File: config.mk
export PLATFORM = sky130hd
export DESIGN_NAME = lcsu_unit
export DESIGN_NICKNAME = d
export VERILOG_FILES = /design/src/logic/lcsu_alu.v /design/src/logic/lcsu_unit.v
export VERILOG_INCLUDE_DIRS = /design/src /design/src/logic
export SDC_FILE = /design/constraint.sdc
export NUM_CORES = 1
export LEC_CHECK = 0
export BUFFER_PORTS_ARGS = -buffer_cell sky130_fd_sc_hd__buf_2
export CAP_MARGIN = 20
export CORE_ASPECT_RATIO = 0.7
export CORE_MARGIN = 2
export CORE_UTILIZATION = 40
export DETAILED_ROUTE_END_ITERATION = 12
export SYNTH_ARGS = -nofsm -noshare
export SYNTH_HDL_FRONTEND = slang
export SYNTH_SLANG_ARGS = --single-unit
export TNS_END_PERCENT = 20
File: constraint.sdc
create_clock -name clk -period 4.59 [get_ports clk]
set_input_delay 0.918 -clock clk [delete_from_list [all_inputs] [get_ports clk]]
set_output_delay 0.918 -clock clk [all_outputs]
set_load 0.01 [all_outputs]
File: src/logic/lcsu_map.vh
// Constants for the logic and compare-and-skip unit: opcodes, decode
// fields, widths and program counter steps.
// Assumes inclusion by bare name from every file of the unit.
`ifndef LCSU_MAP_VH
`define LCSU_MAP_VH

// ----------------------------------------------------------------
// Data path sizes
// ----------------------------------------------------------------
`define LCSU_VPR_CNT      16
`define LCSU_PC_W         24
`define LCSU_PC_STEP      24'h000001
`define LCSU_PC_SKIP      24'h000002

// ----------------------------------------------------------------
// Decoded function, width and source codes
// ----------------------------------------------------------------
`define LCSU_FN_AND       3'h0
`define LCSU_FN_OR        3'h1
`define LCSU_FN_XOR       3'h2
`define LCSU_FN_XNOR      3'h3
`define LCSU_FN_CEQ       3'h4
`define LCSU_FN_CNE       3'h5
`define LCSU_W_WORD       3'h0
`define LCSU_W_HALF       3'h1
`define LCSU_W_BYTE       3'h2
`define LCSU_W_UPPER      3'h3
`define LCSU_W_LOWER      3'h4
`define LCSU_SRC_CM       2'h0
`define LCSU_SRC_VPR      2'h1
`define LCSU_SRC_CR       2'h2

// ----------------------------------------------------------------
// Opcodes
// ----------------------------------------------------------------
`define LCSU_OP_OR_W_CM   8'h44
`define LCSU_OP_OR_W_VPR  8'hC4
`define LCSU_OP_OR_W_CR   8'hE4
`define LCSU_OP_OR_H_VPR  8'hC5
`define LCSU_OP_OR_H_CR   8'hE5
`define LCSU_OP_OR_B_VPR  8'hC7
`define LCSU_OP_OR_B_CR   8'hE7
`define LCSU_OP_OR_UP     8'h45
`define LCSU_OP_OR_LO     8'h47
`define LCSU_OP_AND_W_CM  8'h40
`define LCSU_OP_AND_W_VPR 8'hC0
`define LCSU_OP_AND_W_CR  8'hE0
`define LCSU_OP_AND_H_VPR 8'hC1
`define LCSU_OP_AND_H_CR  8'hE1
`define LCSU_OP_AND_B_VPR 8'hC3
`define LCSU_OP_AND_B_CR  8'hE3
`define LCSU_OP_AND_UP    8'h41
`define LCSU_OP_AND_LO    8'h43
`define LCSU_OP_XOR_W_CM  8'h4C
`define LCSU_OP_XOR_W_VPR 8'hCC
`define LCSU_OP_XOR_W_CR  8'hEC
`define LCSU_OP_XOR_H_VPR 8'hCD
`define LCSU_OP_XOR_H_CR  8'hED
`define LCSU_OP_XOR_B_VPR 8'hCF
`define LCSU_OP_XOR_B_CR  8'hEF
`define LCSU_OP_XOR_UP    8'h4D
`define LCSU_OP_XOR_LO    8'h4F
`define LCSU_OP_EQV_W_CM  8'h48
`define LCSU_OP_EQV_W_VPR 8'hC8
`define LCSU_OP_EQV_W_CR  8'hE8
`define LCSU_OP_EQV_H_VPR 8'hC9
`define LCSU_OP_EQV_H_CR  8'hE9
`define LCSU_OP_EQV_B_VPR 8'hCB
`define LCSU_OP_EQV_B_CR  8'hEB
`define LCSU_OP_EQV_UP    8'h49
`define LCSU_OP_EQV_LO    8'h4B
`define LCSU_OP_CEQ_W_CM  8'h30
`define LCSU_OP_CEQ_W_VPR 8'hD8
`define LCSU_OP_CEQ_W_CR  8'hF8
`define LCSU_OP_CEQ_H_VPR 8'hD9
`define LCSU_OP_CEQ_H_CR  8'hF9
`define LCSU_OP_CEQ_B_VPR 8'hDB
`define LCSU_OP_CEQ_B_CR  8'hFB
`define LCSU_OP_CEQ_UP    8'h31
`define LCSU_OP_CEQ_LO    8'h33
`define LCSU_OP_CNE_W_CM  8'h34
`define LCSU_OP_CNE_W_VPR 8'hDC
`define LCSU_OP_CNE_W_CR  8'hFC
`define LCSU_OP_CNE_H_VPR 8'hDD
`define LCSU_OP_CNE_H_CR  8'hFD
`define LCSU_OP_CNE_B_VPR 8'hDF
`define LCSU_OP_CNE_B_CR  8'hFF
`define LCSU_OP_CNE_UP    8'h35
`define LCSU_OP_CNE_LO    8'h37

`endif

File: src/logic/lcsu_alu.v
// Bitwise combine and lane compare for the logic and skip unit.
// Assumes the operand is already placed in the target lane and the
// lane mask marks the bits that the instruction owns.
`timescale 1ns/1ps
`include "lcsu_map.vh"

module lcsu_alu (
  // Control
  input  wire [2:0]  func,
  // Data
  input  wire [31:0] tgt,
  input  wire [31:0] opnd,
  input  wire [31:0] lane_mask,
  // Results
  output reg  [31:0] merged,
  output wire        lane_equal
);

  reg [31:0] raw;

  // ----------------------------------------------------------------
  // Function select and lane merge
  // ----------------------------------------------------------------
  // Bits outside the lane always keep the old register value
  always @* begin
    case (func)
      `LCSU_FN_AND:  raw = tgt & opnd;
      `LCSU_FN_OR:   raw = tgt | opnd;
      `LCSU_FN_XOR:  raw = tgt ^ opnd;
      `LCSU_FN_XNOR: raw = ~(tgt ^ opnd);
      default:       raw = tgt;  // Compares never alter the register
    endcase
    merged = (tgt & ~lane_mask) | (raw & lane_mask);
  end

  // Equality looks only at the owned lane
  assign lane_equal = (((tgt ^ opnd) & lane_mask) == 32'h00000000);

endmodule

File: src/logic/lcsu_unit.v
// Logic and compare-and-skip execution unit with its own register file.
// Assumes decode hands over one instruction at a time with the memory
// and communication register operands already fetched.
`timescale 1ns/1ps
`include "lcsu_map.vh"

module lcsu_unit (
  // Clock and reset
  input  wire                  clk,
  input  wire                  rst_n,
  // Instruction hand-over
  input  wire                  start,
  input  wire [7:0]            opcode,
  input  wire [3:0]            r_field,
  input  wire [1:0]            r_part,
  input  wire [3:0]            n_field,
  input  wire [1:0]            n_part,
  input  wire [`LCSU_PC_W-1:0] pc_in,
  // Fetched operands
  input  wire [31:0]           cm_word,
  input  wire [31:0]           cr_word,
  // Register file side port
  input  wire                  vpr_wr_en,
  input  wire [3:0]            vpr_wr_idx,
  input  wire [31:0]           vpr_wr_data,
  input  wire [3:0]            vpr_rd_idx,
  output reg  [31:0]           vpr_rd_data_r,
  // Completion
  output wire                  busy,
  output reg                   done_r,
  output reg                   skip_r,
  output reg                   illegal_r,
  output reg  [`LCSU_PC_W-1:0] pc_out_r
);

  // ----------------------------------------------------------------
  // States and storage
  // ----------------------------------------------------------------
  localparam [1:0] ST_IDLE = 2'b01;
  localparam [1:0] ST_EXEC = 2'b10;

  reg [1:0]            state_r;
  reg [1:0]            state_nxt;
  reg [31:0]           vpr_r [0:`LCSU_VPR_CNT-1];
  reg [7:0]            op_r;
  reg [3:0]            rf_r;
  reg [1:0]            rp_r;
  reg [3:0]            nf_r;
  reg [1:0]            np_r;
  reg [`LCSU_PC_W-1:0] pc_r;
  reg [31:0]           cm_r;
  reg [31:0]           cr_r;
  integer              i;

  // ----------------------------------------------------------------
  // Lane helpers
  // ----------------------------------------------------------------
  // Bring the addressed lane down to the low bits; part 0 is leftmost
  function [31:0] lcsu_extract;
    input [31:0] word;
    input [2:0]  wd;
    input [1:0]  part;
    begin
      case (wd)
        `LCSU_W_UPPER: lcsu_extract = {16'h0000, word[31:16]};
        `LCSU_W_LOWER: lcsu_extract = {16'h0000, word[15:0]};
        `LCSU_W_HALF: begin
          if (part[1])
            lcsu_extract = {16'h0000, word[15:0]};
          else
            lcsu_extract = {16'h0000, word[31:16]};
        end
        `LCSU_W_BYTE: begin
          case (part)
            2'h0:    lcsu_extract = {24'h000000, word[31:24]};
            2'h1:    lcsu_extract = {24'h000000, word[23:16]};
            2'h2:    lcsu_extract = {24'h000000, word[15:8]};
            default: lcsu_extract = {24'h000000, word[7:0]};
          endcase
        end
        default: lcsu_extract = word;
      endcase
    end
  endfunction

  // Place a low-aligned value into the target register lane
  function [31:0] lcsu_place;
    input [31:0] val;
    input [2:0]  wd;
    input [1:0]  part;
    begin
      case (wd)
        `LCSU_W_HALF, `LCSU_W_UPPER, `LCSU_W_LOWER: begin
          if (part[1])
            lcsu_place = {16'h0000, val[15:0]};
          else
            lcsu_place = {val[15:0], 16'h0000};
        end
        `LCSU_W_BYTE: begin
          case (part)
            2'h0:    lcsu_place = {val[7:0], 24'h000000};
            2'h1:    lcsu_place = {8'h00, val[7:0], 16'h0000};
            2'h2:    lcsu_place = {16'h0000, val[7:0], 8'h00};
            default: lcsu_place = {24'h000000, val[7:0]};
          endcase
        end
        default: lcsu_place = val;
      endcase
    end
  endfunction

  // ----------------------------------------------------------------
  // Opcode decode: {valid, source, width, function}
  // ----------------------------------------------------------------
  function [8:0] lcsu_decode;
    input [7:0] op;
    begin
      case (op)
        `LCSU_OP_OR_LO:
          lcsu_decode = {1'b1, `LCSU_SRC_CM, `LCSU_W_LOWER, `LCSU_FN_OR};
        `LCSU_OP_OR_UP:
          lcsu_decode = {1'b1, `LCSU_SRC_CM, `LCSU_W_UPPER, `LCSU_FN_OR};
        `LCSU_OP_OR_W_CM:
          lcsu_decode = {1'b1, `LCSU_SRC_CM, `LCSU_W_WORD, `LCSU_FN_OR};
        `LCSU_OP_OR_W_VPR:
          lcsu_decode = {1'b1, `LCSU_SRC_VPR, `LCSU_W_WORD, `LCSU_FN_OR};
        `LCSU_OP_OR_W_CR:
          lcsu_decode = {1'b1, `LCSU_SRC_CR, `LCSU_W_WORD, `LCSU_FN_OR};
        `LCSU_OP_OR_H_VPR:
          lcsu_decode = {1'b1, `LCSU_SRC_VPR, `LCSU_W_HALF, `LCSU_FN_OR};
        `LCSU_OP_OR_H_CR:
          lcsu_decode = {1'b1, `LCSU_SRC_CR, `LCSU_W_HALF, `LCSU_FN_OR};
        `LCSU_OP_OR_B_VPR:
          lcsu_decode = {1'b1, `LCSU_SRC_VPR, `LCSU_W_BYTE, `LCSU_FN_OR};
        `LCSU_OP_OR_B_CR:
          lcsu_decode = {1'b1, `LCSU_SRC_CR, `LCSU_W_BYTE, `LCSU_FN_OR};
        `LCSU_OP_AND_W_CM:
          lcsu_decode = {1'b1, `LCSU_SRC_CM, `LCSU_W_WORD, `LCSU_FN_AND};
        `LCSU_OP_AND_W_VPR:
          lcsu_decode = {1'b1, `LCSU_SRC_VPR, `LCSU_W_WORD, `LCSU_FN_AND};
        `LCSU_OP_AND_W_CR:
          lcsu_decode = {1'b1, `LCSU_SRC_CR, `LCSU_W_WORD, `LCSU_FN_AND};
        `LCSU_OP_AND_H_VPR:
          lcsu_decode = {1'b1, `LCSU_SRC_VPR, `LCSU_W_HALF, `LCSU_FN_AND};
        `LCSU_OP_AND_H_CR:
          lcsu_decode = {1'b1, `LCSU_SRC_CR, `LCSU_W_HALF, `LCSU_FN_AND};
        `LCSU_OP_AND_B_VPR:
          lcsu_decode = {1'b1, `LCSU_SRC_VPR, `LCSU_W_BYTE, `LCSU_FN_AND};
        `LCSU_OP_AND_B_CR:
          lcsu_decode = {1'b1, `LCSU_SRC_CR, `LCSU_W_BYTE, `LCSU_FN_AND};
        `LCSU_OP_AND_UP:
          lcsu_decode = {1'b1, `LCSU_SRC_CM, `LCSU_W_UPPER, `LCSU_FN_AND};
        `LCSU_OP_AND_LO:
          lcsu_decode = {1'b1, `LCSU_SRC_CM, `LCSU_W_LOWER, `LCSU_FN_AND};
        `LCSU_OP_XOR_W_CM:
          lcsu_decode = {1'b1, `LCSU_SRC_CM, `LCSU_W_WORD, `LCSU_FN_XOR};
        `LCSU_OP_XOR_W_VPR:
          lcsu_decode = {1'b1, `LCSU_SRC_VPR, `LCSU_W_WORD, `LCSU_FN_XOR};
        `LCSU_OP_XOR_W_CR:
          lcsu_decode = {1'b1, `LCSU_SRC_CR, `LCSU_W_WORD, `LCSU_FN_XOR};
        `LCSU_OP_XOR_H_VPR:
          lcsu_decode = {1'b1, `LCSU_SRC_VPR, `LCSU_W_HALF, `LCSU_FN_XOR};
        `LCSU_OP_XOR_H_CR:
          lcsu_decode = {1'b1, `LCSU_SRC_CR, `LCSU_W_HALF, `LCSU_FN_XOR};
        `LCSU_OP_XOR_B_VPR:
          lcsu_decode = {1'b1, `LCSU_SRC_VPR, `LCSU_W_BYTE, `LCSU_FN_XOR};
        `LCSU_OP_XOR_B_CR:
          lcsu_decode = {1'b1, `LCSU_SRC_CR, `LCSU_W_BYTE, `LCSU_FN_XOR};
        `LCSU_OP_XOR_UP:
          lcsu_decode = {1'b1, `LCSU_SRC_CM, `LCSU_W_UPPER, `LCSU_FN_XOR};
        `LCSU_OP_XOR_LO:
          lcsu_decode = {1'b1, `LCSU_SRC_CM, `LCSU_W_LOWER, `LCSU_FN_XOR};
        `LCSU_OP_EQV_W_CM:
          lcsu_decode = {1'b1, `LCSU_SRC_CM, `LCSU_W_WORD, `LCSU_FN_XNOR};
        `LCSU_OP_EQV_W_VPR:
          lcsu_decode = {1'b1, `LCSU_SRC_VPR, `LCSU_W_WORD, `LCSU_FN_XNOR};
        `LCSU_OP_EQV_W_CR:
          lcsu_decode = {1'b1, `LCSU_SRC_CR, `LCSU_W_WORD, `LCSU_FN_XNOR};
        `LCSU_OP_EQV_H_VPR:
          lcsu_decode = {1'b1, `LCSU_SRC_VPR, `LCSU_W_HALF, `LCSU_FN_XNOR};
        `LCSU_OP_EQV_H_CR:
          lcsu_decode = {1'b1, `LCSU_SRC_CR, `LCSU_W_HALF, `LCSU_FN_XNOR};
        `LCSU_OP_EQV_B_VPR:
          lcsu_decode = {1'b1, `LCSU_SRC_VPR, `LCSU_W_BYTE, `LCSU_FN_XNOR};
        `LCSU_OP_EQV_B_CR:
          lcsu_decode = {1'b1, `LCSU_SRC_CR, `LCSU_W_BYTE, `LCSU_FN_XNOR};
        `LCSU_OP_EQV_UP:
          lcsu_decode = {1'b1, `LCSU_SRC_CM, `LCSU_W_UPPER, `LCSU_FN_XNOR};
        `LCSU_OP_EQV_LO:
          lcsu_decode = {1'b1, `LCSU_SRC_CM, `LCSU_W_LOWER, `LCSU_FN_XNOR};
        `LCSU_OP_CEQ_W_CM:
          lcsu_decode = {1'b1, `LCSU_SRC_CM, `LCSU_W_WORD, `LCSU_FN_CEQ};
        `LCSU_OP_CEQ_W_VPR:
          lcsu_decode = {1'b1, `LCSU_SRC_VPR, `LCSU_W_WORD, `LCSU_FN_CEQ};
        `LCSU_OP_CEQ_W_CR:
          lcsu_decode = {1'b1, `LCSU_SRC_CR, `LCSU_W_WORD, `LCSU_FN_CEQ};
        `LCSU_OP_CEQ_H_VPR:
          lcsu_decode = {1'b1, `LCSU_SRC_VPR, `LCSU_W_HALF, `LCSU_FN_CEQ};
        `LCSU_OP_CEQ_H_CR:
          lcsu_decode = {1'b1, `LCSU_SRC_CR, `LCSU_W_HALF, `LCSU_FN_CEQ};
        `LCSU_OP_CEQ_B_VPR:
          lcsu_decode = {1'b1, `LCSU_SRC_VPR, `LCSU_W_BYTE, `LCSU_FN_CEQ};
        `LCSU_OP_CEQ_B_CR:
          lcsu_decode = {1'b1, `LCSU_SRC_CR, `LCSU_W_BYTE, `LCSU_FN_CEQ};
        `LCSU_OP_CEQ_UP:
          lcsu_decode = {1'b1, `LCSU_SRC_CM, `LCSU_W_UPPER, `LCSU_FN_CEQ};
        `LCSU_OP_CEQ_LO:
          lcsu_decode = {1'b1, `LCSU_SRC_CM, `LCSU_W_LOWER, `LCSU_FN_CEQ};
        `LCSU_OP_CNE_W_CM:
          lcsu_decode = {1'b1, `LCSU_SRC_CM, `LCSU_W_WORD, `LCSU_FN_CNE};
        `LCSU_OP_CNE_W_VPR:
          lcsu_decode = {1'b1, `LCSU_SRC_VPR, `LCSU_W_WORD, `LCSU_FN_CNE};
        `LCSU_OP_CNE_W_CR:
          lcsu_decode = {1'b1, `LCSU_SRC_CR, `LCSU_W_WORD, `LCSU_FN_CNE};
        `LCSU_OP_CNE_H_VPR:
          lcsu_decode = {1'b1, `LCSU_SRC_VPR, `LCSU_W_HALF, `LCSU_FN_CNE};
        `LCSU_OP_CNE_H_CR:
          lcsu_decode = {1'b1, `LCSU_SRC_CR, `LCSU_W_HALF, `LCSU_FN_CNE};
        `LCSU_OP_CNE_B_VPR:
          lcsu_decode = {1'b1, `LCSU_SRC_VPR, `LCSU_W_BYTE, `LCSU_FN_CNE};
        `LCSU_OP_CNE_B_CR:
          lcsu_decode = {1'b1, `LCSU_SRC_CR, `LCSU_W_BYTE, `LCSU_FN_CNE};
        `LCSU_OP_CNE_UP:
          lcsu_decode = {1'b1, `LCSU_SRC_CM, `LCSU_W_UPPER, `LCSU_FN_CNE};
        `LCSU_OP_CNE_LO:
          lcsu_decode = {1'b1, `LCSU_SRC_CM, `LCSU_W_LOWER, `LCSU_FN_CNE};
        default:
          lcsu_decode = 9'h000;
      endcase
    end
  endfunction

  // ----------------------------------------------------------------
  // Operand steering
  // ----------------------------------------------------------------
  wire [8:0]  dec       = lcsu_decode(op_r);
  wire        dec_ok    = dec[8];
  wire [1:0]  dec_src   = dec[7:6];
  wire [2:0]  dec_wd    = dec[5:3];
  wire [2:0]  dec_fn    = dec[2:0];
  wire [31:0] tgt_word  = vpr_r[rf_r];
  wire [31:0] lane_mask;
  wire [31:0] opnd_al;
  wire [31:0] merged;
  wire        lane_equal;
  reg  [31:0] src_word;

  // Source pick; the register source is read at execute time
  always @* begin
    case (dec_src)
      `LCSU_SRC_VPR: src_word = vpr_r[nf_r];
      `LCSU_SRC_CR:  src_word = cr_r;
      default:       src_word = cm_r;
    endcase
  end

  // Align the operand lane to the target lane of the register
  assign opnd_al   = lcsu_place(lcsu_extract(src_word, dec_wd, np_r),
                                dec_wd, rp_r);
  assign lane_mask = lcsu_place(lcsu_extract(32'hFFFFFFFF, dec_wd, 2'h0),
                                dec_wd, rp_r);

  lcsu_alu u_alu (
    .func       (dec_fn),
    .tgt        (tgt_word),
    .opnd       (opnd_al),
    .lane_mask  (lane_mask),
    .merged     (merged),
    .lane_equal (lane_equal)
  );

  // ----------------------------------------------------------------
  // Sequencer and write-back
  // ----------------------------------------------------------------
  wire is_cmp   = (dec_fn == `LCSU_FN_CEQ) || (dec_fn == `LCSU_FN_CNE);
  wire skip_hit = dec_ok &&
                  (((dec_fn == `LCSU_FN_CEQ) && lane_equal) ||
                   ((dec_fn == `LCSU_FN_CNE) && !lane_equal));

  assign busy = (state_r == ST_EXEC);

  // One cycle to capture, one to execute
  always @* begin
    case (state_r)
      ST_IDLE: state_nxt = start ? ST_EXEC : ST_IDLE;
      ST_EXEC: state_nxt = ST_IDLE;
      default: state_nxt = ST_IDLE;
    endcase
  end

  // Side-port writes only land while idle, so no write-back is lost
  always @(posedge clk) begin
    if (!rst_n) begin
      state_r   <= ST_IDLE;
      op_r      <= 8'h00;
      rf_r      <= 4'h0;
      rp_r      <= 2'h0;
      nf_r      <= 4'h0;
      np_r      <= 2'h0;
      pc_r      <= {`LCSU_PC_W{1'b0}};
      cm_r      <= 32'h00000000;
      cr_r      <= 32'h00000000;
      done_r    <= 1'b0;
      skip_r    <= 1'b0;
      illegal_r <= 1'b0;
      pc_out_r  <= {`LCSU_PC_W{1'b0}};
      for (i = 0; i < `LCSU_VPR_CNT; i = i + 1)
        vpr_r[i] <= 32'h00000000;
    end else begin
      state_r   <= state_nxt;
      done_r    <= 1'b0;
      skip_r    <= 1'b0;
      illegal_r <= 1'b0;
      if (state_r == ST_IDLE && start) begin
        op_r <= opcode;
        rf_r <= r_field;
        rp_r <= r_part;
        nf_r <= n_field;
        np_r <= n_part;
        pc_r <= pc_in;
        cm_r <= cm_word;
        cr_r <= cr_word;
      end else if (state_r == ST_IDLE && vpr_wr_en) begin
        vpr_r[vpr_wr_idx] <= vpr_wr_data;
      end
      if (state_r == ST_EXEC) begin
        done_r    <= 1'b1;
        illegal_r <= !dec_ok;
        skip_r    <= skip_hit;
        if (skip_hit)
          pc_out_r <= pc_r + `LCSU_PC_SKIP;
        else
          pc_out_r <= pc_r + `LCSU_PC_STEP;
        if (dec_ok && !is_cmp)
          vpr_r[rf_r] <= merged;
      end
    end
  end

  // Registered observation port
  always @(posedge clk) begin
    if (!rst_n)
      vpr_rd_data_r <= 32'h00000000;
    else
      vpr_rd_data_r <= vpr_r[vpr_rd_idx];
  end

endmodule
# After elaboration in Yosys (flattened, before gate mapping)
# Memory sizes are Yosys's and may differ from the RTL's. A register that Yosys moved wholly into a read port is not among the register bits.
# Index checks and enable logic that the tools add are counted.
classes:
  n_mux: 36
  n_bitwise: 9
  addsub: 2
  reduce_logical: 21
  eq_ne: 17
ops:
  columns: ["cell", "n"]
  rows:
  - ["$pmux W32 S2", 4]
  - ["$pmux W32 S4", 2]
  - ["$pmux W32 S3", 2]
  - ["$and A32 B32 Y32", 4]
  - ["$mux W32", 4]
  - ["$not A32 Y32", 2]
  - ["$or A32 B32 Y32", 2]
  - ["$reduce_or A32 Y1", 2]
  - ["$logic_not A32 Y1", 1]
  - ["$xor A32 B32 Y32", 1]
  - ["$add A24 B1 Y24 const B", 1]
  - ["$add A24 B2 Y24 const B", 1]
  - ["$mux W24", 1]
  - ["$mux W4", 6]
  - ["$pmux W8 S3", 1]
  - ["$mux W16", 1]
  - ["$mux W8", 2]
  - ["$eq A3 B2 Y1 const B", 4]
  - ["$mux W1", 12]
  - ["$eq A3 B3 Y1 const B", 3]
  - ["$eq A2 B1 Y1 const B", 4]
  - ["$eq A2 B2 Y1 const B", 4]
  - ["$eq A3 B1 Y1 const B", 2]
  - ["$logic_and A1 B1 Y1", 6]
  - ["7 further kinds", 13]
totals:
  mem_bits_ro: 2304
  n_memories: 2
  mem_bits_rw: 512
  in_bits: 152
  regBits: 137
memory_table:
  columns: ["memory", "words", "width", "read_ports", "rd_ports_with_merged_regs", "write_ports", "line", "source"]
  rows:
  - ["(no name shown)", 256, 9, 1, 1, 0, "lcsu_unit.v:118", "case (op)"]
  - ["vpr_r", 16, 32, 3, 3, 16, "lcsu_unit.v:44", "reg [31:0] vpr_r [0:`LCSU_VPR_CNT-1];"]

# Logic depth before layout (Yosys ltp)
# Gate-level depths: netlist (run 1).
depth:
  ltp_word: 14
  ltp_mapped: 22
  ltp_nobuf: 17

# Hierarchy
# A second synthesis (run 1) with hierarchy kept.
hier_totals:
  hier_cells: 3262
  area_unflattened_um2: 40686.5
by_module_without_submodules:
  columns: ["module", "seq_area_each_um2", "n_inst", "cells_each", "area_per_inst_um2"]
  rows:
  - ["lcsu_unit", 19098.3, 1, 2935, 37827.5]
  - ["lcsu_alu", 0.0, 1, 327, 2859.0]

# Worst setup path before layout (run 1)
# No wires, ideal clock.
synth_path:
  path_type: "reg2reg"
  startpoint: "register, netlist name dec[6]"
  endpoint: "register pc_out_r[12]"
  t_arrival_ns: 4.636
  path_stages_with_launch: 21
  period_less_slack_ns: 4.714
  required_time_ns: 4.512
  setup_time_ns: 0.078
  setup_slack_ns: -0.124
  path_cell_list: "dfxtp_1 -> inv_1 -> ha_1 -> clkbuf_1 -> clkbuf_1 -> clkbuf_1 -> o21ai_0 -> a31oi_1 -> nand2_1 -> a22oi_1 -> nand3_1 -> a32o_1 -> ha_1 -> or4_1 -> nor2_1 -> a2bb2oi_4 -> a21oi_2 -> buf_6 -> or4_4 -> and4_1 -> nor3_1"
synth_between:
  elab_chain_cells: 14
synth_lines:
  columns: ["item", "line", "source"]
  rows:
  - ["$eq A2 B2 Y1 or $eq A2 B1 Y1 (tied branches)", "lcsu_unit.v:250", "case (dec_src)"]
  - ["$pmux W32 S2 *", "lcsu_unit.v:250", null]
  - ["$pmux W8 S3 or $mux W16 (tied branches)", "lcsu_unit.v:74, lcsu_unit.v:68", null]
  - ["$pmux W32 S4 *", "lcsu_unit.v:64", "case (wd)"]
  - ["$pmux W32 S3 or $mux W32 (tied branches)", "lcsu_unit.v:100, lcsu_unit.v:94", null]
  - ["$pmux W32 S2 *", "lcsu_unit.v:92", "case (wd)"]
  - ["$xor A32 B32 Y32 *", "lcsu_alu.v:37", "assign lane_equal = (((tgt ^ opnd) & lane_mask) == 32'h00000000);"]
  - ["$and A32 B32 Y32 *", "lcsu_alu.v:37", null]
  - ["$logic_not A32 Y1 *", "lcsu_alu.v:37", null]
  - ["$logic_not A1 Y1", "lcsu_unit.v:278", "((dec_fn == `LCSU_FN_CNE) && !lane_equal));"]
  - ["$logic_and A1 B1 Y1", "lcsu_unit.v:278", null]
  - ["$logic_or A1 B1 Y1 *", "lcsu_unit.v:277", "(((dec_fn == `LCSU_FN_CEQ) && lane_equal) ||"]
  - ["$logic_and A1 B1 Y1 *", "lcsu_unit.v:276", "wire skip_hit = dec_ok &&"]
  - ["$mux W24 *", "lcsu_unit.v:330", "if (skip_hit)"]
  - ["end signal, assigned", "lcsu_unit.v:306", "pc_out_r <= {`LCSU_PC_W{1'b0}};"]
  - ["end signal, assigned", "lcsu_unit.v:331", "pc_out_r <= pc_r + `LCSU_PC_SKIP;"]
  - ["end signal, assigned", "lcsu_unit.v:333", "pc_out_r <= pc_r + `LCSU_PC_STEP;"]
  - ["end, declared", "lcsu_unit.v:33", "output reg [`LCSU_PC_W-1:0] pc_out_r"]
# Every way passes the cells marked *; elsewhere a longest branch is shown, timed or not.
# A chain may end at the register's enable or synchronous reset.

==> metrics.md, run 1 <==
| Metric | Value |
|---|---|
| Status | `finished with violations` |
| Failing checks | `negative setup slack` |
| Root buffer cell | `clkbuf_16` |
| Final setup skew | `0.0329 ns` |
| Final setup violation count | `24` |
| Via/cell ratio | `6.39` |
| Yosys cell types | `78` |
| Mapped Cells | `3594` |
| Final number of hold-violating endpoints | `0` |
| Vias in the first global route | `32500` |
| Slew HR | `36.7%` |
| Seq/Total Area, Yosys | `46.0%` |
| Initial antenna violation count | `11` |
| Top Layer Used | `met5` |
| # nets final | `4210` |
| Worst Reg-to-Reg Cells | `20` |
| Routed WL | `169000 µm` |
| Layout cell share with drive strength beyond 1 | `32.5%` |
| HP Class | `reg -> reg` |
| HP Start | `cm_r[21]$_SDFFE_PN0P_` |
| Element type at the critical path end | `flip-flop` |
| Largest fanout on the critical path | `9` |
| FP Rows | `98` |
| Commonest non-fill, non-tap cell in the layout | `nor2_1` |
| Slack of the critical path | `-0.275 ns` |
| Syn_nets | `3814` |
| Register area | `0.0191 mm²` |
| Met3 wire len | `21400 µm` |
| Clock transition at path regs | `0.07 ns` |
| Req. time, crit path | `5.19 ns` |
| Die area | `0.106 mm²` |
| Detailed Place HPWL | `112000 µm` |
| Final core occ | `49.3%` |
| Clock Tree Buf Depth | `3` |
| Synth Warn # | `0` |
| Final estimated routing congestion in global placement | `0.990` |
| Worst Path Arrival | `5.46 ns` |
| #FFs+latches synth | `698` |
| Via count | `34500` |
| Drt pass-1 iters | `7` |
| First-pass GRT wire length | `235000 µm` |
| Die width | `389 µm` |
| Final antenna-violating net count | `0` |
| Area of the multi-input gates | `0.0217 mm²` |
| CORE AREA | `0.103 mm²` |
| R2r endpoint | `pc_out_r[12]$_SDFFE_PN0P_` |
| Count of pins over their slew limit | `0` |
| Reg2Reg Setup Slack | `-0.28 ns` |
| Peak supply drop | `307 µV` |
| Critical path class | `reg -> reg` |
| Period minus WS final | `4.87 ns` |
| Hold endpoint | `cm_r[21]$_SDFFE_PN0P_` |
| Post-Syn Area | `0.0415 mm²` |
| Number of cells on the worst hold path | `2` |
| Initial core utilization | `40.5%` |
| Worst hold slack | `0.458 ns` |
| Main synth FF type | `edfxtp_1` |
| Max_cap viols | `0` |
| Fillers | `9185` |
| Most frequent cells in the layout | `nor2_1, edfxtp_1, mux4_2, buf_4, nand2_1` |
| Met2 wire len | `73100 µm` |
| CP Launch Type | `flip-flop` |
| DRC viols | `0` |
| Drt wl/cell | `31.2 µm` |
| Total clock buffers created by CTS | `72` |
| Synth Area per Inst | `11.5 µm²` |
| Setup TNS | `-3.98 ns` |
| Grt total ovfl | `0` |
| PD cells | `320 mW/mm²` |
| Post-synth EDFFs | `512` |
| FFs w/ async S/R, synth | `0%` |
| Met1 Wirelength | `66300 µm` |
| Fmax | `206 MHz` |
| Pleak | `18.2 nW` |
| Area growth, synth to finish | `21.8%` |
| I/O pin total | `212` |
| CTS Sinks | `698` |
| RSZ-0062 raised after global routing | `true` |
| CTS tree | `done` |
| Clk Latency, worst-skew pair | `0.70 ns` |
| Least-Margin Pin Slew | `0.950 ns` |
| Largest net degree at the start of global routing | `77` |
| Period utilization | `106%` |
| # H-tree levels | `3` |
| Initial DRC Count | `5245` |
| GR Util All Layers | `31.0%` |
| PortBufs | `211` |
| Die height | `274 µm` |
-- final cells by class --
cell class	instances	area share, %
multi-input combinational	2526	42.9
sequential	698	37.8
timing repair buffer	646	11.0
clock buffer	96	3.94
tap	1350	3.34
clock inverter	38	0.646
inverter	46	0.346
antenna	6	0.0297
-- registers in the layout, summed over array words and instances, names as in the netlist, 8 cells and up, named ones only --
name,cells
cr_r,32
op_r,8
dec,9
pc_out_r,24
cm_r,32
vpr_r,512
vpr_rd_data_r,32
pc_r,24
-- per-stage QoR --
step	instance area [µm²]	worst slack (ns)	power [mW]	std cells
global placement	47000	-0.570	10.1	5236
global route	50500	-0.400	16.6	5400
finish	50600	-0.275	16.2	5406
detailed placement	47000	-0.512	10.1	5236
floorplan	41600	0.00167	8.88	3594
CTS	49900	-0.205	16.1	5384
-- synth_stat cells (15+ instances only) --
library cell,n,area (µm²)
a21oi_2,33,289
nor2b_1,24,150
a21oi_1,182,911
nor2_1,604,2270
buf_4,17,128
a32oi_1,19,166
a31oi_1,35,219
clkbuf_1,203,762
inv_1,43,161
nand2b_1,17,106
dfxtp_1,186,3720
buf_2,71,355
a22oi_1,74,556
buf_1,26,97.6
mux2i_1,297,2970
edfxtp_1,512,15400
a32o_1,15,150
a211oi_1,44,330
nand3_1,61,305
nand2_1,364,1370
o211ai_1,31,233
and2_1,43,269
or2_2,20,125
mux4_2,349,7860
ha_1,68,851
o21ai_0,72,360
nor3_1,24,120
or3_1,26,163
-- metal layers --
metal | vias to the layer above | track usage (%)
met2 | 2410 | 45.7
met3 | 462 | 8.48
met1 | 17300 | 43.2
met4 | 4 | 12.7
met5 | - | 0
li1 | 14400 | -
-- where the power goes --
group	total, mW	internal, mW	switching, mW
combinational	2.93	1.34	1.60
sequential	7.25	7.02	0.233
clock	6.00	3.27	2.73
total	16.2	11.6	4.56
-- worst max-delay path, stage by stage, from the launching register on --
cell and delay, ns:
dfxtp_4 0.43, buf_12 0.19, buf_16 0.16, buf_6 0.19, mux2i_2 0.30, a22oi_1 0.11, nand3_1 0.18, a31oi_1 0.17
a22oi_1 0.27, nand3_2 0.12, buf_4 0.21, a32o_1 0.22, ha_1 0.31, nor4_1 0.27, nand2_1 0.13, a22oi_2 0.33
buf_6 0.17, a21oi_4 0.10, or4_4 0.53, and4_1 0.20, nor3_1 0.16
-- worst max-delay path by stage --
stage | endpoint | slack (ns) | cells past startpoint
2_1_floorplan | pc_out_r[12]$_SDFFE_PN0P_ | 0.002 | 20
3_5_place_dp | pc_out_r[4]$_SDFFE_PN0P_ | -0.51 | 18
5_1_grt | pc_out_r[12]$_SDFFE_PN0P_ | -0.40 | 21
4_1_cts | pc_out_r[17]$_SDFFE_PN0P_ | -0.20 | 18
6_report | pc_out_r[12]$_SDFFE_PN0P_ | -0.28 | 20
3_3_place_gp | pc_out_r[15]$_SDFFE_PN0P_ | -0.57 | 20
-- kinds of logic (layout without fill, tap and decap cells) --
group,count (synthesis),after routing,share of synthesized area (%)
buffers and inverters,370,826,3.82
AO/OA/AOI/OAI,562,562,9.04
XOR/XNOR,5,5,0.105
multiplexers,647,647,26.1
adder cells (fa/ha/maj),68,68,2.05
AND/OR/NAND/NOR,1244,1244,12.8
flip-flops,698,698,46.0
other,0,6,0
-- repair_timing --
action	in CTS	in global routing
gates resized for setup	79	91
endpoints found under the setup margin	149	267
cloned	4	3
pin swaps	34	53
hold buffers	0	0
setup buffers	10	14
Note: power is estimated with default switching activity, not from simulation.
==> run 2: changes to the inputs <==
==> constraint.sdc (replaced) <==
create_clock -name clk -period 4.59 [get_ports clk]
set_input_delay 0 -clock clk [delete_from_list [all_inputs] [get_ports clk]]
set_output_delay 0 -clock clk [all_outputs]
set_load 0.01 [all_outputs]
==> metrics.md, run 2 (synthesis gave the netlist of run 1 again) <==
| Metric | Value |
|---|---|
| Clk Latency, worst-skew pair | `0.68 ns` |
| Area of the multi-input gates | `0.0220 mm²` |
| Fmax | `207 MHz` |
| Count of pins over their slew limit | `0` |
| HP Class | `in -> reg` |
| Final estimated routing congestion in global placement | `0.972` |
| First-pass GRT wire length | `244000 µm` |
| FP Rows | `98` |
| Seq pwr share | `43.4%` |
| Drt wl/cell | `30.9 µm` |
| Critical path class | `reg -> reg` |
| Initial core utilization | `40.5%` |
| Slack of the critical path | `-0.232 ns` |
| Slew HR | `28.4%` |
| I/O pin total | `212` |
| Detailed Place HPWL | `110000 µm` |
| Most flops, register | `vpr_r` |
| CTS tree | `done` |
| Least-Margin Pin Slew | `1.07 ns` |
| Status | `finished with violations` |
| Comb power frac | `18.9%` |
| Final core occ | `51.5%` |
| PortBufs | `211` |
| Worst hold slack | `0.116 ns` |
| Peak supply drop | `337 µV` |
| Final setup violation count | `22` |
| Register area | `0.0191 mm²` |
| # H-tree levels | `3` |
| Via/cell ratio | `6.37` |
| Die height | `274 µm` |
| Root buffer cell | `clkbuf_16` |
| Vias in the first global route | `34000` |
| Placed cell count | `5226` |
| Clock transition at path regs | `0.06 ns` |
| Via count | `35600` |
| Failing checks | `negative setup slack` |
| Drt pass-1 iters | `6` |
| Die width | `389 µm` |
| Final antenna-violating net count | `0` |
| Largest register FFs | `512` |
| Routed WL | `173000 µm` |
| Total power | `16.7 mW` |
| Grt total ovfl | `0` |
| Largest net degree at the start of global routing | `90` |
| Post-Layout Cell Count | `5586` |
| RSZ-0062 raised after global routing | `true` |
| DP Worst Slack | `-0.569 ns` |
| CP Launch Type | `flip-flop` |
| Internal | `12.1 mW` |
| Die area | `0.106 mm²` |
| Largest fanout on the critical path | `8` |
| Max_cap viols | `0` |
| Most frequent cells in the layout | `nor2_1, edfxtp_1, mux4_2, buf_4, nand2_1` |
| CORE AREA | `0.103 mm²` |
| Total clock buffers created by CTS | `71` |
| Clock Tree Buf Depth | `3` |
| DRC viols | `0` |
| Pleak | `19.0 nW` |
| CTS Sinks | `698` |
| Final setup skew | `0.0304 ns` |
| Sw power | `4.61 mW` |
| Initial antenna violation count | `6` |
| Clock share of power | `37.7%` |
| Period utilization | `105%` |
| Req. time, crit path | `5.19 ns` |
| GR Util All Layers | `31.9%` |
| Element type at the critical path end | `flip-flop` |
| Period minus WS final | `4.82 ns` |
| Sw frac | `27.6%` |
| Initial DRC Count | `4982` |
| Layout cell share with drive strength beyond 1 | `32.5%` |
| # nets final | `4397` |
| Commonest non-fill, non-tap cell in the layout | `nor2_1` |
| Area growth, synth to finish | `27.2%` |
| Fillers | `8892` |
| Final number of hold-violating endpoints | `0` |
| Worst Path Arrival | `5.42 ns` |
| PD cells | `316 mW/mm²` |
[run 2: area by class of cell]
cell class / instances / area share (%)
repair buffers: 834 / 13.9
diodes: 1 / 0.00474
flip-flops and latches: 698 / 36.2
clock inverters: 29 / 0.633
well taps: 1350 / 3.20
multi-input cells: 2526 / 41.6
inverters: 46 / 0.332
clock buffers: 102 / 4.04
[run 2: timing repair]
| action | CTS | global route |
|---|---|---|
| setup buffers | 26 | 15 |
| cloned | 8 | 1 |
| hold buffers | 180 | 0 |
| hold endpoints to repair | 653 | 0 |
| setup endpoints to repair | 177 | 198 |
| resized for setup | 125 | 103 |
| pin swaps | 59 | 53 |
[run 2: metal layers]
metal	wire length [µm]	vias to the layer above	track usage (%)
met5	41	-	0.133
met4	9110	6	15.1
met3	20800	517	8.41
met2	75700	2553	47.7
met1	67000	17700	43.2
li1	-	14800	-
[run 2: critical path, cell delays in order, from the launching register on]
cell	delay [ns]
dfxtp_4	0.44
buf_12	0.16
buf_12	0.13
buf_4	0.19
mux2i_1	0.33
a211oi_2	0.12
nand3_1	0.09
o211ai_1	0.17
buf_4	0.18
a22oi_2	0.22
nand3_4	0.18
a32o_2	0.31
ha_4	0.22
or4_4	0.56
nor2_4	0.12
a2bb2oi_4	0.20
and3_4	0.25
o311ai_4	0.11
buf_6	0.18
or4_1	0.39
a31oi_1	0.18
[run 2: final timing paths]
check                        from                   endpoint  slack [ns]  cells after the start
max                     flip-flop  pc_out_r[15]$_SDFFE_PN0P_       -0.23                     20
min                   cm_word[29]      cm_r[29]$_SDFFE_PN0P_        0.12                      4
max reg2reg             flip-flop  pc_out_r[15]$_SDFFE_PN0P_       -0.23                     20
min reg2reg  nf_r[2]$_SDFFE_PN0P_                  flip-flop        0.44                      2
[run 2: per-stage QoR]
step	setup TNS, ns	instance area, µm²
after CTS	-2.18	52100
after floorplan	0	41600
after detailed placement	-28.91	46800
final	-2.89	52800
after global routing	-8.85	52800
after global placement	-29.92	46800
[run 2: power groups by stage]
| stage | Sequential (mW) | Clock, mW | Combinational [mW] |
|---|---|---|---|
| floorplan | 7.29 | 0 | 1.59 |
| global placement | 7.37 | 0 | 2.71 |
| detailed placement | 7.38 | 0 | 2.72 |
| CTS | 7.24 | 6.35 | 2.99 |
| global route | 7.28 | 6.59 | 3.30 |
| finish | 7.26 | 6.30 | 3.15 |
